### src/ptsr_params.svh
// Constants for the pressure and temperature readout block
`ifndef PTSR_PARAMS_SVH
`define PTSR_PARAMS_SVH

// Frame layout
`define PTSR_FRAME_BYTES     3'd4
`define PTSR_FRAME_BITS      6'd32
`define PTSR_PRESS_MASK      16'h3FFF
`define PTSR_STATUS_SHIFT    6
`define PTSR_TEMP_PAD        5'h00

// Idle levels of the serial pins, used as synchroniser reset values
`define PTSR_PIN_IDLE        1'b1
`define PTSR_SCLK_IDLE       1'b0

// I2C target address, 7 bits
`define PTSR_I2C_ADDR        7'h28

// Status codes
`define PTSR_ST_NORMAL       2'h0
`define PTSR_ST_COMMAND      2'h1
`define PTSR_ST_STALE        2'h2
`define PTSR_ST_DIAG         2'h3

// Select low time that requests a measurement, in ns, and the clock period
`define PTSR_SEL_MIN_NS      8000
`define PTSR_CLK_NS          4

`endif

### src/ptsr_pkg.sv
// Types for the pressure and temperature readout block
package ptsr_pkg;

    typedef enum logic [2:0] {
        I2C_IDLE,
        I2C_ADDR,
        I2C_ADDR_ACK,
        I2C_SEND,
        I2C_GET_ACK,
        I2C_WAIT_STOP
    } ptsr_i2c_state_t;

endpackage : ptsr_pkg

### src/ptsr_sync.sv
// Two-flop synchroniser with edge detection for one pin
`timescale 1ns/1ps

module ptsr_sync #(
    parameter logic RST_VAL = 1'b1
) (
    // Clock and reset
    input  wire logic clk,
    input  wire logic resetn,
    // Pin in, synchronised level and edges out
    input  wire logic pin,
    output logic      level,
    output logic      rise,
    output logic      fall
);

    typedef struct packed {
        logic s1;
        logic s2;
        logic s3;
    } ptsr_sync_st_t;

    ptsr_sync_st_t st_q;
    ptsr_sync_st_t st_d;

    ////////////////////////////////////////////////////////////////////////
    // Next state: s1 feeds only s2
    always_comb begin
        st_d    = st_q;
        st_d.s1 = pin;
        st_d.s2 = st_q.s1;
        st_d.s3 = st_q.s2;
    end

    // Register, at the pin's idle level after reset so no false edge follows
    always_ff @(posedge clk or negedge resetn) begin
        if (!resetn) begin
            st_q <= {3{RST_VAL}};
        end else begin
            st_q <= st_d;
        end
    end

    assign level = st_q.s2;
    assign rise  = st_q.s2 & ~st_q.s3;
    assign fall  = ~st_q.s2 & st_q.s3;

endmodule : ptsr_sync

### src/ptsr_frame.sv
// Packs status, pressure and temperature into the four-byte frame
`timescale 1ns/1ps
`include "ptsr_params.svh"

module ptsr_frame (
    // Fields
    input  wire logic [1:0]  status_field,
    input  wire logic [13:0] pressure_count,
    input  wire logic [10:0] temperature_count,
    // Frame, byte one in the top bits
    output logic [31:0]      frame
);

    // Same layout serves both serial ports
    assign frame = {status_field,
                    pressure_count,
                    temperature_count,
                    `PTSR_TEMP_PAD};

endmodule : ptsr_frame

### src/ptsr_readout.sv
// Readout logic: I2C and SPI targets serving the measurement frame
// Function
// - One measurement is a four byte frame
// - Temperature: byte three, then byte four top
// - Pressure: byte one low six, byte two
// - Status in top two bits of byte one
// - Status codes normal, command, stale, diagnostic
// - SPI drives only data out line
// - SPI mode 0, sample on rising edge
// - SPI shifts at most four bytes
// - Selected device drives bits on clocks
// - Select low 8 us, rise starts measurement
// - I2C target answers at address 0x28
`timescale 1ns/1ps
`include "ptsr_params.svh"

module ptsr_readout #(
    parameter int        SEL_MIN_CYC = (`PTSR_SEL_MIN_NS + `PTSR_CLK_NS - 1)
                                       / `PTSR_CLK_NS,
    parameter logic[6:0] I2C_ADDR    = `PTSR_I2C_ADDR
) (
    // Clock and reset
    input  wire logic        clk,
    input  wire logic        resetn,
    // Measurement engine
    input  wire logic [13:0] meas_pressure,
    input  wire logic [10:0] meas_temperature,
    input  wire logic        meas_valid,
    input  wire logic        cmd_mode,
    input  wire logic        diag_fault,
    output logic             meas_start,
    // I2C pins
    input  wire logic        scl_i,
    input  wire logic        sda_i,
    output logic             sda_o,
    output logic             sda_oe_n,
    // SPI pins
    input  wire logic        sclk_i,
    input  wire logic        ss_n_i,
    input  wire logic        mosi_i,
    output logic             miso_o,
    output logic             miso_oe_n
);

    typedef struct packed {
        logic [13:0]               press;
        logic [10:0]               temp;
        logic                      fresh;
        ptsr_pkg::ptsr_i2c_state_t ist;
        logic [7:0]                ish;
        logic [2:0]                ibit;
        logic [1:0]                ibyte;
        logic                      sda_low;
        logic [31:0]               ifrm;
        logic [31:0]               sfrm;
        logic [5:0]                scnt;
        logic                      miso;
        logic [12:0]               selcnt;
        logic                      start;
    } ptsr_st_t;

    ptsr_st_t st_q;
    ptsr_st_t st_d;

    logic scl;
    logic scl_r;
    logic scl_f;
    logic sda;
    logic sda_r;
    logic sda_f;
    logic sclk_r;
    logic sclk_f;
    logic ss_n;
    logic ss_r;
    logic ss_f;
    logic [1:0]  status_now;
    logic [31:0] frame;

    ////////////////////////////////////////////////////////////////////////
    // Pin synchronisers, reset to each pin's idle level
    ptsr_sync #(.RST_VAL(`PTSR_PIN_IDLE)) u_scl (
        .clk(clk), .resetn(resetn), .pin(scl_i),
        .level(scl), .rise(scl_r), .fall(scl_f));
    ptsr_sync #(.RST_VAL(`PTSR_PIN_IDLE)) u_sda (
        .clk(clk), .resetn(resetn), .pin(sda_i),
        .level(sda), .rise(sda_r), .fall(sda_f));
    ptsr_sync #(.RST_VAL(`PTSR_SCLK_IDLE)) u_sclk (
        .clk(clk), .resetn(resetn), .pin(sclk_i),
        .level(), .rise(sclk_r), .fall(sclk_f));
    ptsr_sync #(.RST_VAL(`PTSR_PIN_IDLE)) u_ss (
        .clk(clk), .resetn(resetn), .pin(ss_n_i),
        .level(ss_n), .rise(ss_r), .fall(ss_f));

    ////////////////////////////////////////////////////////////////////////
    // Status selection, priority diagnostic, command, stale, normal
    always_comb begin
        if (diag_fault) begin
            status_now = `PTSR_ST_DIAG;
        end else if (cmd_mode) begin
            status_now = `PTSR_ST_COMMAND;
        end else if (!st_q.fresh) begin
            status_now = `PTSR_ST_STALE;
        end else begin
            status_now = `PTSR_ST_NORMAL;
        end
    end

    // Frame packing shared by both ports
    ptsr_frame u_frame (
        .status_field      (status_now),
        .pressure_count    (st_q.press),
        .temperature_count (st_q.temp),
        .frame             (frame)
    );

    ////////////////////////////////////////////////////////////////////////
    // Next state
    always_comb begin
        st_d       = st_q;
        st_d.start = 1'b0;

        // Result capture makes data fresh; set wins over stale clear
        if (meas_valid) begin
            st_d.press = meas_pressure;
            st_d.temp  = meas_temperature;
        end

        // SPI select low timer and measurement request on release
        if (!ss_n) begin
            if (st_q.selcnt != 13'(SEL_MIN_CYC)) begin
                st_d.selcnt = st_q.selcnt + 13'h0001;
            end
        end else begin
            st_d.selcnt = 13'h0000;
        end
        if (ss_r && st_q.selcnt == 13'(SEL_MIN_CYC)) begin
            st_d.start = 1'b1;
        end

        // SPI shifter, mode 0: bit presented at select fall, next bit
        // after each falling edge so master samples on rising edge
        if (ss_f) begin
            st_d.sfrm = {frame[30:0], 1'b0};
            st_d.miso = frame[31];
            st_d.scnt = 6'h00;
        end else if (!ss_n && sclk_r
                     && st_q.scnt != `PTSR_FRAME_BITS) begin
            st_d.scnt = st_q.scnt + 6'h01;
        end else if (!ss_n && sclk_f
                     && st_q.scnt != `PTSR_FRAME_BITS) begin
            st_d.miso = st_q.sfrm[31];
            st_d.sfrm = {st_q.sfrm[30:0], 1'b0};
        end
        if (ss_r) begin
            st_d.scnt = 6'h00;
        end
        if (ss_r && st_q.scnt == `PTSR_FRAME_BITS) begin
            st_d.fresh = 1'b0;
        end

        // I2C target
        if (sda_f && scl) begin
            st_d.ist     = ptsr_pkg::I2C_ADDR;
            st_d.ibit    = 3'h0;
            st_d.ish     = 8'h00;
            st_d.sda_low = 1'b0;
        end else if (sda_r && scl) begin
            st_d.ist     = ptsr_pkg::I2C_IDLE;
            st_d.sda_low = 1'b0;
        end else begin
            case (st_q.ist)
                ptsr_pkg::I2C_IDLE: begin
                    st_d.sda_low = 1'b0;
                end
                ptsr_pkg::I2C_ADDR: begin
                    if (scl_r) begin
                        st_d.ish  = {st_q.ish[6:0], sda};
                        st_d.ibit = st_q.ibit + 3'h1;
                        // Eighth bit in: a foreign address or a write
                        // leaves the bus alone until the next START or STOP
                        if (st_q.ibit == 3'h7
                            && {st_q.ish[6:0], sda} != {I2C_ADDR, 1'b1}) begin
                            st_d.ist = ptsr_pkg::I2C_WAIT_STOP;
                        end
                    end
                    // Byte is cleared at START, so the SCL fall that ends
                    // the START itself can never look like a match
                    if (scl_f && st_q.ibit == 3'h0
                        && st_q.ish == {I2C_ADDR, 1'b1}) begin
                        st_d.sda_low = 1'b1;
                        st_d.ifrm    = frame;
                        st_d.ibyte   = 2'h0;
                        st_d.ist     = ptsr_pkg::I2C_ADDR_ACK;
                    end
                end
                ptsr_pkg::I2C_ADDR_ACK: begin
                    if (scl_f) begin
                        st_d.sda_low = ~st_q.ifrm[31];
                        st_d.ifrm    = {st_q.ifrm[30:0], 1'b0};
                        st_d.ibit    = 3'h1;
                        st_d.ist     = ptsr_pkg::I2C_SEND;
                    end
                end
                ptsr_pkg::I2C_SEND: begin
                    if (scl_f) begin
                        if (st_q.ibit == 3'h0) begin
                            st_d.sda_low = 1'b0;
                            st_d.ist     = ptsr_pkg::I2C_GET_ACK;
                        end else begin
                            st_d.sda_low = ~st_q.ifrm[31];
                            st_d.ifrm    = {st_q.ifrm[30:0], 1'b0};
                            st_d.ibit    = st_q.ibit + 3'h1;
                        end
                    end else if (scl_r && st_q.ibit == 3'h0) begin
                        st_d.ibit = 3'h0;
                    end
                end
                ptsr_pkg::I2C_GET_ACK: begin
                    if (scl_r) begin
                        if (st_q.ibyte == 2'h3) begin
                            st_d.fresh = 1'b0;
                        end
                        if (sda || st_q.ibyte == 2'h3) begin
                            st_d.ist = ptsr_pkg::I2C_WAIT_STOP;
                        end else begin
                            st_d.ibyte = st_q.ibyte + 2'h1;
                            st_d.ist   = ptsr_pkg::I2C_ADDR_ACK;
                        end
                    end
                end
                ptsr_pkg::I2C_WAIT_STOP: begin
                    st_d.sda_low = 1'b0;
                end
                default: begin
                    st_d.ist = ptsr_pkg::I2C_IDLE;
                end
            endcase
        end

        // New result wins over any stale marking this cycle
        if (meas_valid) begin
            st_d.fresh = 1'b1;
        end
    end

    ////////////////////////////////////////////////////////////////////////
    // State register
    always_ff @(posedge clk or negedge resetn) begin
        if (!resetn) begin
            st_q <= '{press: 14'h0000, temp: 11'h000, fresh: 1'b0,
                      ist: ptsr_pkg::I2C_IDLE, ish: 8'h00, ibit: 3'h0,
                      ibyte: 2'h0, sda_low: 1'b0, ifrm: 32'h0000_0000,
                      sfrm: 32'h0000_0000, scnt: 6'h00, miso: 1'b0,
                      selcnt: 13'h0000, start: 1'b0};
        end else begin
            st_q <= st_d;
        end
    end

    // Outputs: SDA open drain, MISO driven only while selected
    assign sda_o      = 1'b0;
    assign sda_oe_n   = ~st_q.sda_low;
    assign miso_o     = st_q.miso;
    assign miso_oe_n  = ss_n;
    assign meas_start = st_q.start;

    ////////////////////////////////////////////////////////////////////////
    // Assertions
    a_start_after_sel: assert property (
        @(posedge clk) disable iff (!resetn) meas_start |-> $past(ss_r))
        else $error("start without select rise");
    a_start_pulse: assert property (
        @(posedge clk) disable iff (!resetn) meas_start |=> !meas_start)
        else $error("start longer than one cycle");
    a_stale_status: assert property (
        @(posedge clk) disable iff (!resetn)
        (!st_q.fresh && !diag_fault && !cmd_mode)
        |-> frame[31:30] == `PTSR_ST_STALE)
        else $error("stale not shown");
    a_press_layout: assert property (
        @(posedge clk) disable iff (!resetn) frame[29:16] == st_q.press)
        else $error("pressure misplaced");
    a_temp_layout: assert property (
        @(posedge clk) disable iff (!resetn)
        frame[15:5] == st_q.temp && frame[4:0] == `PTSR_TEMP_PAD)
        else $error("temperature misplaced");
    a_diag_status: assert property (
        @(posedge clk) disable iff (!resetn)
        diag_fault |-> frame[31:30] == `PTSR_ST_DIAG)
        else $error("diagnostic not shown");
    a_status_shift: assert property (
        @(posedge clk) disable iff (!resetn)
        (frame >> 30) == 32'(status_now))
        else $error("status misplaced");
    a_miso_hiz: assert property (
        @(posedge clk) disable iff (!resetn) ss_n |-> miso_oe_n)
        else $error("miso driven unselected");
    a_spi_count: assert property (
        @(posedge clk) disable iff (!resetn)
        st_q.scnt <= `PTSR_FRAME_BITS)
        else $error("spi count overrun");
    a_fresh_set: assert property (
        @(posedge clk) disable iff (!resetn) meas_valid |=> st_q.fresh)
        else $error("fresh not set");
    a_stale_after_read: assert property (
        @(posedge clk) disable iff (!resetn)
        (st_q.ist == ptsr_pkg::I2C_GET_ACK && scl_r && !sda_f && !sda_r
         && st_q.ibyte == 2'h3 && !meas_valid) |=> !st_q.fresh)
        else $error("full read left data fresh");

endmodule : ptsr_readout

### config.mk
export PLATFORM = sky130hd
export DESIGN_NAME = ptsr_readout
export DESIGN_NICKNAME = d
export VERILOG_FILES = /design/src/ptsr_pkg.sv /design/src/ptsr_sync.sv /design/src/ptsr_frame.sv /design/src/ptsr_readout.sv
export VERILOG_INCLUDE_DIRS = /design/src /design/src/src
export SDC_FILE = /design/constraint.sdc
export NUM_CORES = 1
export LEC_CHECK = 0
export ABC_AREA = 1
export BUFFER_PORTS_ARGS = -buffer_cell sky130_fd_sc_hd__buf_4
export CAP_MARGIN = 20
export CORE_MARGIN = 5
export CORE_UTILIZATION = 65
export CTS_CLUSTER_DIAMETER = 30
export DETAILED_ROUTE_END_ITERATION = 7
export GPL_TIMING_DRIVEN = 1
export MAX_ROUTING_LAYER = met4
export PLACE_DENSITY = 0.84
export SYNTH_ARGS = -nofsm -noshare
export SYNTH_HDL_FRONTEND = slang
export SYNTH_HIERARCHICAL = 1
export SYNTH_SLANG_ARGS = --single-unit
export TNS_END_PERCENT = 30
### constraint.sdc
create_clock -name clk -period 4.19 [get_ports clk]
set_clock_uncertainty 0.15 [all_clocks]
set_input_delay 0 -clock clk [delete_from_list [all_inputs] [get_ports clk]]
set_output_delay 0 -clock clk [all_outputs]
set_load 0.02 [all_outputs]
* Yosys cells after proc, flatten, opt, wreduce, memory -nomap -nowiden *
Cells that the tools add are included.

operators by class
  equal/unequal tests = 33
  bitwise logic cells = 20
  mux-type cells = 49
  $add $sub $neg = 4
  reductions and logical operators = 33

operators with widths
  cell                                                     number
  2-to-1 mux 32 bit                                        3
  case mux 32 bit (3 select lines)                         1
  2-to-1 mux 33 bit                                        2
  2-to-1 mux 13 bit                                        3
  2-to-1 mux 39 bit                                        1
  2-to-1 mux 35 bit                                        1
  2-to-1 mux 3 bit                                         11
  2-to-1 mux 14 bit                                        2
  inequality test 4 bit, second input constant             7
  inequality test 2 bit, second input constant             8
  case mux 3 bit (5 select lines)                          1
  AND reduction 7 bit                                      2
  adder 13 x 1 -> 13 bit, second input constant            1
  equality test 13 x 11 -> 1 bit, second input constant    1
  inequality test 13 x 11 -> 1 bit, second input constant  1
  logical AND 1 bit                                        12
  2-to-1 mux 1 bit                                         12
  2-to-1 mux 6 bit                                         2
  inverter 1 bit                                           12
  AND reduction 6 bit                                      2
  2-to-1 mux 2 bit                                         5
  inequality test 5 bit, second input constant             2
  nonzero test 2 bit                                       5
  equality test 3 bit, second input constant               3
  28 further kinds                                         39

storage, ports and cells
  register bits = 140

* Logic depth before layout (Yosys ltp) *
Gate-level depths: netlist (run 1).

  depth after elaboration = 10
  mapped depth = 11
  mapped depth without buffers = 11

* Cells and area by module *
The synthesis (run 1) kept the hierarchy.

modules (own cells, without submodules)
  module                 instances  cells each  area an instance (µm²)
  ptsr_readout           1          685         6,307.3
  ptsr_sync (u_scl ...)  3          7           93.8
  ptsr_frame             1          33          244.0
  ptsr_sync (u_sclk)     1          7           90.1

* Worst setup path before layout (run 1) *
No wires, ideal clock.

  path type = reg-to-reg
  start = reg u_scl.st_q (netlist bit u_scl/level)
  end = reg, netlist name st_q[95]
  slack = 2.353 ns
  arrival time = 1.611 ns
  clock period less this slack = 1.837 ns
  stages on the path, launching flop included = 8
  setup time = 0.076 ns
  cell sequence = dfstp_2 > inv_1 > nor2_1 > inv_1 > o31ai_4 > buf_2 > nand3_1 > o21ai_1

RTL lines
  item                      line             source
  start: declaration        ptsr_sync.sv:23  ptsr_sync_st_t st_q;
  start signal: assignment  ptsr_sync.sv:38  st_q <= {3{RST_VAL}};
  start signal: assignment  ptsr_sync.sv:40  st_q <= st_d;

==> flow_metrics.tcl, run 1 <==
set metrics [dict create \
    dp.cells 864 \
    synth-xor-area-share 0.00127 \
    synth_area_leaders "dfrtp_1 47%, nand2_1 8.0%, mux2i_1 4.5%" \
    p_switching_mw 1.38 \
    start_util 0.668 \
    grt_pass1_wl_um 26000 \
    overflow 0 \
    first_global_vias 5565 \
    fill_cells 608 \
    violations "hold timing" \
    p_leak_nw 4.07 \
    muxShareOfSynthArea 0.0855 \
    synthArstFlopShare 1.00 \
    path_max_fanout 63 \
    clk_path_buf_depth 2 \
    yosys.cell_types.count 36 \
    met3_usage 0.0594 \
    cp_slowest_cell "inv_2" \
    seq_power_share 0.425 \
    drt-total-wl_um 15100 \
    period_minus_slack_ns 2.93 \
    netlist_top_cells_count "148 x nand2_1, 130 x dfrtp_1, 72 x inv_1" \
    htree_levels 4 \
    utilization 0.790 \
    clock-sinks 139 \
    post-route-period-util 0.699 \
    holdWs_ns -0.0369 \
    drt_iter0_drc 452 \
    drcViolationCount 0 \
    register_area_um2 3490 \
    fp-row-count 37 \
    clk_pin_slew_ns 0.06 \
    p_int_mw 2.96 \
    critPathCaptureType "register" \
    syn_avg_cell_area_um2 9.28 \
    grt.busiest_layer "met2" \
    synth_area_leader_cell "dfrtp_1" \
    die_y_um 113 \
    core_area_um2 10400 \
    portBuffers 37 \
    cts_setup_buffers 0 \
    place_hpwl_um 8350 \
    cts_tree "done" \
    die_area_um2 12800 \
    yosys.area.top_type_share 0.470 \
    cp-start-kind "register" \
    max_slew_margin 0.316 \
    synth_top_family_by_area "simple AND/OR/NAND/NOR gates" \
    synthSimpleGateAreaFrac 0.164 \
    final-setup-viol-count 0 \
    fmax_ghz 0.342 \
    hold_viol 3 \
    grt_start_max_net_pins 106 \
    antenna_found_initial 0 \
    ir_drop_uv 454 \
    post_drt_via_cell_ratio 5.60 \
    ys_seq_elements 139 \
    drive_gt1_frac 0.180 \
    numCtsBuffers 17 \
    final_cells 959 \
    clock_latency_ns 0.53 \
    ios 40 \
    ys_seq_area_frac 0.504 \
    wl_per_cell_um 15.7 \
    syn_to_final_growth_pct 18.3 \
    maxCapViolations 0 \
    n_antenna_cell 0 \
    holdCritPathClass "in -> async" \
    outcome "finished with violations" \
    critPathMaxStageDelay_ns 0.58 \
    routabilityCongestion 0.906 \
    final_max_slew_viol_count 0 \
    arrival_ns 3.20 \
    combPwrFrac 0.243 \
    synth_cells 746 \
    synth-warning-count 6 \
    fin_total_pwr_mw 4.34 \
    synth-edff-count 0 \
    p_per_area_nw_per_um2 529 \
    synth_area_um2 6920 \
    switching_share 0.318 \
    synth_compound_gate_area_share 0.128 \
    cts_root_buffer "clkbuf_8" \
    rsz0062_at_grt "no" \
    synth.most_common_cell "nand2_1" \
    layout.nets 853 \
    worstPathRequired_ns 4.47 \
    cts_hold_buf 63 \
    crit_chain "inv_1, nor2_1, inv_2, nand2_1, buf_4, o211ai_1, o21ai_0" \
    tightest_slew_ns 1.02 \
    synth_fa_ha_area_frac 0.0145 \
    use_met1 0.301 \
    gr-usage-met2 0.441 \
    fin_tns_setup_ns 0 \
    via_count 5369 \
    critPathKind "reg -> reg" \
    cts.repair.resized 0 \
    grt_use_total 0.262 \
    ys.flop_type "dfrtp_1" \
    ant_nets 0 \
    drt-pass1-iter-count 6 \
    multi_input_area_um2 2750 \
    clock_power_share 0.332 \
    die_x_um 113 \
]
==> flip-flops by register name (all words and copies together) (netlist names) <==
| register | count |
|---|---|
| miso_o | 1 |
| u_sclk/st_d | 1 |
| u_ss/st_d | 1 |
| st_q | 125 |
| u_ss/st_q | 1 |
| u_ss/level | 1 |
| u_scl/st_q | 1 |
| u_sda/st_q | 1 |
| u_scl/level | 1 |
| u_sda/st_d | 1 |
| u_sclk/st_q | 1 |
| u_sda/level | 1 |
| meas_start | 1 |
| u_scl/st_d | 1 |
| u_sclk/level | 1 |
==> path summary, 6_finish.rpt <==
check | start | to | slack [ns] | cells past startpoint
max reg2reg | u_ss/st_q[0]$_DFF_PN1_ | st_q[43]$_DFFE_PN0P_ | 1.26 | 7
min reg2reg | u_sda/st_d[1]$_DFF_PN1_ | u_sda/level$_DFF_PN1_ | 0.20 | 0
min in group clk | u_sda/st_d[1]$_DFF_PN1_ | u_sda/level$_DFF_PN1_ | 0.20 | 0
min | resetn | st_q[91]$_DFFE_PN0P_ | -0.04 | 2
max in group asynchronous | resetn | st_q[90]$_DFFE_PN0P_ | 2.86 | 3
max | u_ss/st_q[0]$_DFF_PN1_ | st_q[43]$_DFFE_PN0P_ | 1.26 | 7
==> per-layer routing <==
metal  vias to the layer above  wire length (um)  share of wire
met2                       186              7850           0.52
met3                        50               685          0.045
li1                       2551                 -              -
met1                      2582              6120           0.41
met4                         0               437          0.029
met5                         -                 0              0
==> stage by stage <==
stage	cell area, um^2	setup WS (ns)
floorplan	6940	2.35
global placement	7000	1.55
detailed placement	7000	1.40
CTS	8190	1.36
global route	8190	0.999
finish	8190	1.26
==> cell usage in the layout (no fill, tap or decap), types with 2 or more instances in the layout <==
cell type	instances
clkbuf_1	5
dfstp_2	9
nor4_1	5
o21ai_0	42
dfrtp_1	130
nand2_2	2
ha_1	8
a21oi_1	17
buf_4	38
bufinv_16	2
inv_1	72
dlygate4sd3_1	63
o21bai_1	2
mux2_2	25
nand2_1	148
clkinv_2	3
nand3_1	41
nor3_1	8
nand4_1	6
o21ai_1	14
o211ai_1	27
mux2i_1	31
nor2_2	3
nor2_1	47
inv_2	6
clkbuf_8	4
or2_2	2
conb_1	6
o21ai_2	30
clkbuf_16	16
==> worst max-delay path, delay by kind of cell (launching register included) <==
family	cells	cell delay [ns]
flops	1	0.53
simple gates	2	0.68
buf+inv	3	1.09
compound gates	2	0.35
==> area by class of cell <==
| cell class | count | area share |
|---|---|---|
| Timing Repair Buffer | 102 | 0.113 |
| Tap cell | 136 | 0.0208 |
| Sequential cell | 139 | 0.426 |
| Clock inverter | 7 | 0.0112 |
| Inverter | 78 | 0.0357 |
| Clock buffer | 25 | 0.0579 |
| Multi-Input combinational cell | 472 | 0.335 |
==> power groups by stage <==
stage | clock network, mW | logic (mW) | registers (mW)
6_report | 1.44 | 1.05 | 1.84
5_1_grt | 1.53 | 1.20 | 1.87
4_1_cts | 1.45 | 1.03 | 1.83
3_5_place_dp | 0 | 0.949 | 1.84
3_3_place_gp | 0 | 0.892 | 1.82
2_1_floorplan | 0 | 0.823 | 1.79
==> cells by family (layout without fill, tap and decap cells) <==
kind of cell               count (synthesis)  after routing
AOI/OAI and AO/OA                        135            135
adders and majority gates                  8              8
muxes                                     56             56
and+or+nand+nor                          266            266
xor gates and xnor gates                   1              1
other                                      2              6
DFF                                      139            139
buffers and inverters                    139            212
Note: power is estimated with default switching activity, not from simulation.
==> run 2, diff against run 1 <==
ABC_AREA = 0   (was 1)
CORE_UTILIZATION = 61   (was 65)
PLACE_DENSITY = 0.8   (was 0.84)
clock period = 2.9 ns   (was 4.19 ns; I/O delays follow)
==> run 2 against run 1 <==
Net effect:
- the run now ends clean
- worst setup slack got worse by 0.73 ns
- final area fell by 1.7%
- global-route usage fell by 2.1 points
- register-to-register slack got worse by 0.73 ns
- non-clock buffer count rose by 9
- maximum frequency rose by 24%
==> flow_metrics.tcl, run 2 <==
set metrics [dict create \
    outcome "completed" \
    drt-pass1-iter-count 5 \
    ys_seq_area_frac 0.526 \
    synth-warning-count 6 \
    p_leak_nw 3.63 \
    synth_area_leader_cell "dfrtp_1" \
    cts_root_buffer "clkbuf_8" \
    p_per_area_nw_per_um2 675 \
    start_util 0.618 \
    portBuffers 37 \
    critPathCaptureType "register" \
    ys_seq_elements 139 \
    clk_pin_slew_ns 0.06 \
    synthArstFlopShare 1.00 \
    yosys.area.top_type_share 0.490 \
    min_from "u_ss/st_d[1]$_DFF_PN1_" \
    hold_viol 0 \
    post-route-period-util 0.816 \
    drcViolationCount 0 \
    ios 40 \
    post_drt_via_cell_ratio 5.55 \
    tightest_slew_ns 0.935 \
    clock_latency_ns 0.54 \
    startpoint "u_scl/level$_DFF_PN1_" \
    grt_pass1_wl_um 23900 \
    final_max_slew_viol_count 0 \
    htree_levels 4 \
    die_x_um 114 \
    synth-edff-count 0 \
    syn_to_final_growth_pct 21.3 \
    most-common-layout-cells "130 x dfrtp_1, 99 x nand2_1, 66 x mux2i_1, 64 x dlygate4sd3_1, 48 x o21ai_0" \
    syn_avg_cell_area_um2 10.6 \
    utilization 0.750 \
    cts_setup_buffers 0 \
    synth_cells 624 \
    top_register "st_q" \
    clk_path_buf_depth 2 \
    maxCapViolations 0 \
    drt_iter0_drc 397 \
    numCtsBuffers 17 \
    rr_startpoint "u_scl/level$_DFF_PN1_" \
    ys.flop_type "dfrtp_1" \
    via_count 4690 \
    multi_input_area_um2 2720 \
    holdCritPathClass "reg -> reg" \
    rsz0062_at_grt "no" \
    netlist_top_cells_count "130 x dfrtp_1, 99 x nand2_1, 66 x mux2i_1" \
    wl_per_cell_um 16.4 \
    dp.cells 751 \
    register_area_um2 3490 \
    drive_gt1_frac 0.177 \
    routabilityCongestion 0.875 \
    cts.repair.resized 0 \
    synth.most_common_cell "dfrtp_1" \
    yosys.cell_types.count 52 \
    clock-sinks 139 \
    cp-start-kind "register" \
    final_cells 845 \
    overflow 0 \
    fill_cells 733 \
    final-setup-viol-count 0 \
    synth_area_leaders "dfrtp_1 49%, mux2i_1 10%, nand2_1 5.6%" \
    path_max_fanout 64 \
    period_minus_slack_ns 2.37 \
    fin_tns_setup_ns 0 \
    n_antenna_cell 0 \
    final_common_cell "dfrtp_1" \
    die_y_um 114 \
    layout.nets 737 \
    drt-total-wl_um 13900 \
    cts_tree "done" \
    worstPathRequired_ns 3.20 \
    fp-row-count 38 \
    die_area_um2 13100 \
    synth_area_um2 6640 \
    grt_use_total 0.241 \
    ant_nets 0 \
    ir_drop_uv 560 \
    place_hpwl_um 7880 \
    antenna_found_initial 0 \
    grt_start_max_net_pins 82 \
    largest_register_ff_count 125 \
    fin_total_pwr_mw 5.43 \
    fmax_ghz 0.423 \
    max_slew_margin 0.372 \
    critPathKind "reg -> reg" \
    rrSetupSlack_ns 0.53 \
    core_area_um2 10700 \
    arrival_ns 2.67 \
    first_global_vias 5114 \
]
-- run 2: area by class of cell --
cell class              count  area share
flip-flops and latches    139       0.433
multi-input cells         414       0.337
well taps                 140      0.0217
inverters                  11     0.00513
repair buffers            111       0.127
clock inverters            11      0.0210
clock buffers              19      0.0548
-- run 2: final timing paths --
| path | end | depth (start not counted) |
|---|---|---|
| max | st_q[65]$_DFFE_PN0P_ | 7 |
| min | u_ss/level$_DFF_PN1_ | 0 |
| max reg2reg | st_q[65]$_DFFE_PN0P_ | 7 |
| min reg2reg | u_ss/level$_DFF_PN1_ | 0 |
| max in group asynchronous | u_ss/st_q[0]$_DFF_PN1_ | 4 |
| min in group asynchronous | st_q[117]$_DFFE_PN0P_ | 3 |
-- run 2: cells by family after synthesis --
family | count (synthesis) | synth area share
buffers and inverters | 75 | 0.0675
AOI/OAI and AO/OA | 102 | 0.0843
xor gates and xnor gates | 16 | 0.0211
muxes | 96 | 0.150
adders and majority gates | 8 | 0.0151
and+or+nand+nor | 186 | 0.135
DFF | 139 | 0.526
other | 2 | 0.00113
-- run 2: per-stage QoR --
stage / instance area [um^2] / setup WS [ns] / hold WS (ns)
5_1_grt: 8050 / 0.398 / 0.210
4_1_cts: 8050 / 0.524 / 0.197
2_1_floorplan: 6650 / 0.845 / -0.446
3_3_place_gp: 6800 / 0.644 / -0.0711
6_report: 8050 / 0.534 / 0.207
3_5_place_dp: 6800 / 0.561 / -0.0624
-- run 2: power by group --
group	leakage [nW]	internal [mW]	total [mW]	switching (mW)
logic	1.59	0.346	0.675	0.329
clock network	0.300	1.43	2.25	0.818
registers	1.74	2.28	2.51	0.224
-- run 2: repair_timing --
item	in CTS	in global routing
hold buffers	64	0
endpoints found under the setup margin	0	0
endpoints found under the hold margin	172	0
-- run 2: worst max-delay path, stage by stage, from the launching register on --
cell,delay [ns]
dfstp_2,0.61
and2b_2,0.29
and4b_1,0.21
a41oi_1,0.31
nand4b_2,0.24
buf_12,0.26
nand2_1,0.11
o21ai_0,0.09
-- run 2: layer usage --
| metal | GRT usage | up-vias | part of all wire | routed length (um) |
|---|---|---|---|---|
| met4 | 0.102 | 0 | 0.023 | 318 |
| met3 | 0.0629 | 31 | 0.039 | 544 |
| met1 | 0.268 | 2325 | 0.41 | 5640 |
| met2 | 0.411 | 107 | 0.53 | 7380 |
| li1 | - | 2227 | - | - |
| met5 | - | - | 0 | 0 |
==> run 3, diff against run 2 <==
CORE_UTILIZATION = 55   (was 61)
PLACE_DENSITY = 0.76   (was 0.8)
clock period = 1.9 ns   (was 2.9 ns; I/O delays follow)
==> run 3 against run 2 <==
Net effect:
- the flow now finishes with violations (setup timing)
- sequential power up 55%
- clock-buffer cell count increased by 6
- power grew 56%
- global-route usage shrank 0.67 points
- highest routed layer unchanged
==> flow_metrics.tcl, run 3 (synthesized netlist as in run 2, its figures left out) <==
set metrics [dict create \
    syn_to_final_growth_pct 34.9 \
    topRoutingLayerUsed "met4" \
    rsz0062_at_grt "yes" \
    cp-start-kind "register" \
    clock-sinks 139 \
    final_max_slew_viol_count 0 \
    p_leak_nw 4.05 \
    period_minus_slack_ns 2.12 \
    layout.nets 789 \
    largest_register_ff_count 125 \
    cts_root_buffer "clkbuf_16" \
    routabilityCongestion 0.874 \
    arrival_ns 2.27 \
    grt_pass1_wl_um 25800 \
    met2_length_um 8520 \
    cts_tree "done" \
    drt-pass1-iter-count 4 \
    ios 40 \
    grt_start_max_net_pins 65 \
    grt_use_total 0.234 \
    fin_ws_ns -0.222 \
    wl_met1_um 6590 \
    die_area_um2 14400 \
    place_hpwl_um 8580 \
    post-route-period-util 1.12 \
    ir_drop_uv 864 \
    post_drt_via_cell_ratio 5.47 \
    drcViolationCount 0 \
    portBuffers 37 \
    crit_chain "and2b_2, and4b_1, a41oi_2, buf_4, a22oi_2, mux2_2" \
    critPathCaptureType "register" \
    path_max_fanout 3 \
    drt-total-wl_um 16000 \
    antenna_found_initial 0 \
    final_common_cell "dfrtp_1" \
    p_per_area_nw_per_um2 944 \
    outcome "finished with violations" \
    die_y_um 120 \
    drt_iter0_drc 272 \
    clk_pin_slew_ns 0.06 \
    start_util 0.557 \
    overflow 0 \
    cp_slowest_cell "dfstp_2" \
    met3_length_um 584 \
    place_ws_ns -0.240 \
    via_count 4953 \
    clock_latency_ns 0.42 \
    critPathKind "reg -> reg" \
    clk_path_buf_depth 2 \
    first_global_vias 5340 \
    final-setup-viol-count 73 \
    wl_per_cell_um 17.6 \
    top_register "st_q" \
    core_area_um2 11900 \
    n_antenna_cell 0 \
    die_x_um 120 \
    htree_levels 4 \
    most-common-layout-cells "129 x dfrtp_1, 81 x buf_4, 78 x nand2_1, 62 x mux2i_1, 60 x dlygate4sd3_1" \
    violations "setup timing" \
    ant_nets 0 \
    fmax_ghz 0.471 \
    holdWs_ns 0.0837 \
    worstPathRequired_ns 2.05 \
    holdCritPathClass "in -> reg" \
    drive_gt1_frac 0.325 \
    hold_viol 0 \
    maxCapViolations 0 \
    fp-row-count 40 \
    numCtsBuffers 17 \
    critPathMaxStageDelay_ns 0.53 \
]
-- run 3: changes by cell type in the layout (fill, tap and decap cells not counted), moves of 7 or more --
| cell | delta |
|---|---|
| nand2_1 | -21 |
| o21ai_0 | -37 |
| buf_4 | +37 |
| o21ai_1 | +20 |
| nand2_4 | +7 |
| nand2_2 | +14 |
| o21ai_2 | +17 |
-- run 3: report_power, final --
part | leakage, nW | total (mW) | switching, mW | internal [mW]
Sequential | 1.74 | 3.89 | 0.406 | 3.49
Clock | 0.273 | 3.15 | 1.26 | 1.89
Combinational | 2.04 | 1.41 | 0.645 | 0.767
Total | 4.05 | 8.45 | 2.31 | 6.14
-- run 3: worst paths after layout --
check,from,endpoint,slack [ns],depth (start not counted)
max in group asynchronous,resetn,u_scl/st_q[0]$_DFF_PN1_,0.50,4
worst min register to register,u_sda/st_d[1]$_DFF_PN1_,u_sda/level$_DFF_PN1_,0.20,0
worst max register to register,u_scl/st_q[0]$_DFF_PN1_,st_q[99]$_DFFE_PN0P_,-0.22,6
worst min-delay path,ss_n_i,u_ss/st_d[1]$_DFF_PN1_,0.08,2
worst max-delay path,u_scl/st_q[0]$_DFF_PN1_,st_q[99]$_DFFE_PN0P_,-0.22,6
min in group asynchronous,resetn,st_q[111]$_DFFE_PN0P_,0.47,3
-- run 3: cell type report --
| type | count | area [um^2] |
|---|---|---|
| clock inverter | 7 | 53.8 |
| tap | 147 | 184 |
| timing repair buffer | 163 | 1640 |
| inverter | 11 | 41.3 |
| fill | 717 | 2960 |
| sequential | 139 | 3490 |
| multi-input combinational | 414 | 3030 |
| clock buffer | 25 | 515 |
-- run 3: worst max-delay path, delay by kind of cell (launching register included) --
kind / cells / cell delay, ns
AO/OA/AOI/OAI: 2 / 0.38
buffers and inverters: 1 / 0.19
flip-flops: 1 / 0.53
multiplexers: 1 / 0.37
AND/OR/NAND/NOR: 2 / 0.38
-- run 3: what timing repair did --
action / CTS / global route
pin swaps: 19 / 7
gates cloned: 6 / 1
setup buffers: 12 / 1
hold buffers: 60 / 0
hold endpoints to repair: 173 / 0
gates resized for setup: 80 / 46
endpoints found under the setup margin: 73 / 86
-- run 3: through the flow --
step                      instance area [um^2]  power [mW]  instances  utilization  setup TNS [ns]
after floorplan                           6680        4.47        628            -           -5.70
after global placement                    7180        4.73        794        0.603           -6.65
after detailed placement                  7180        4.81        794        0.603           -9.09
after CTS                                 8760        8.28        904        0.735           -6.18
after global routing                      8950        8.83        906        0.752          -13.58
final                                     8950        8.45        906        0.752           -8.55
-- run 3: routing by layer --
layer,track usage,up-vias
met5,-,-
met4,0.0873,0
met3,0.0495,25
met2,0.401,102
met1,0.273,2490
li1,-,2336
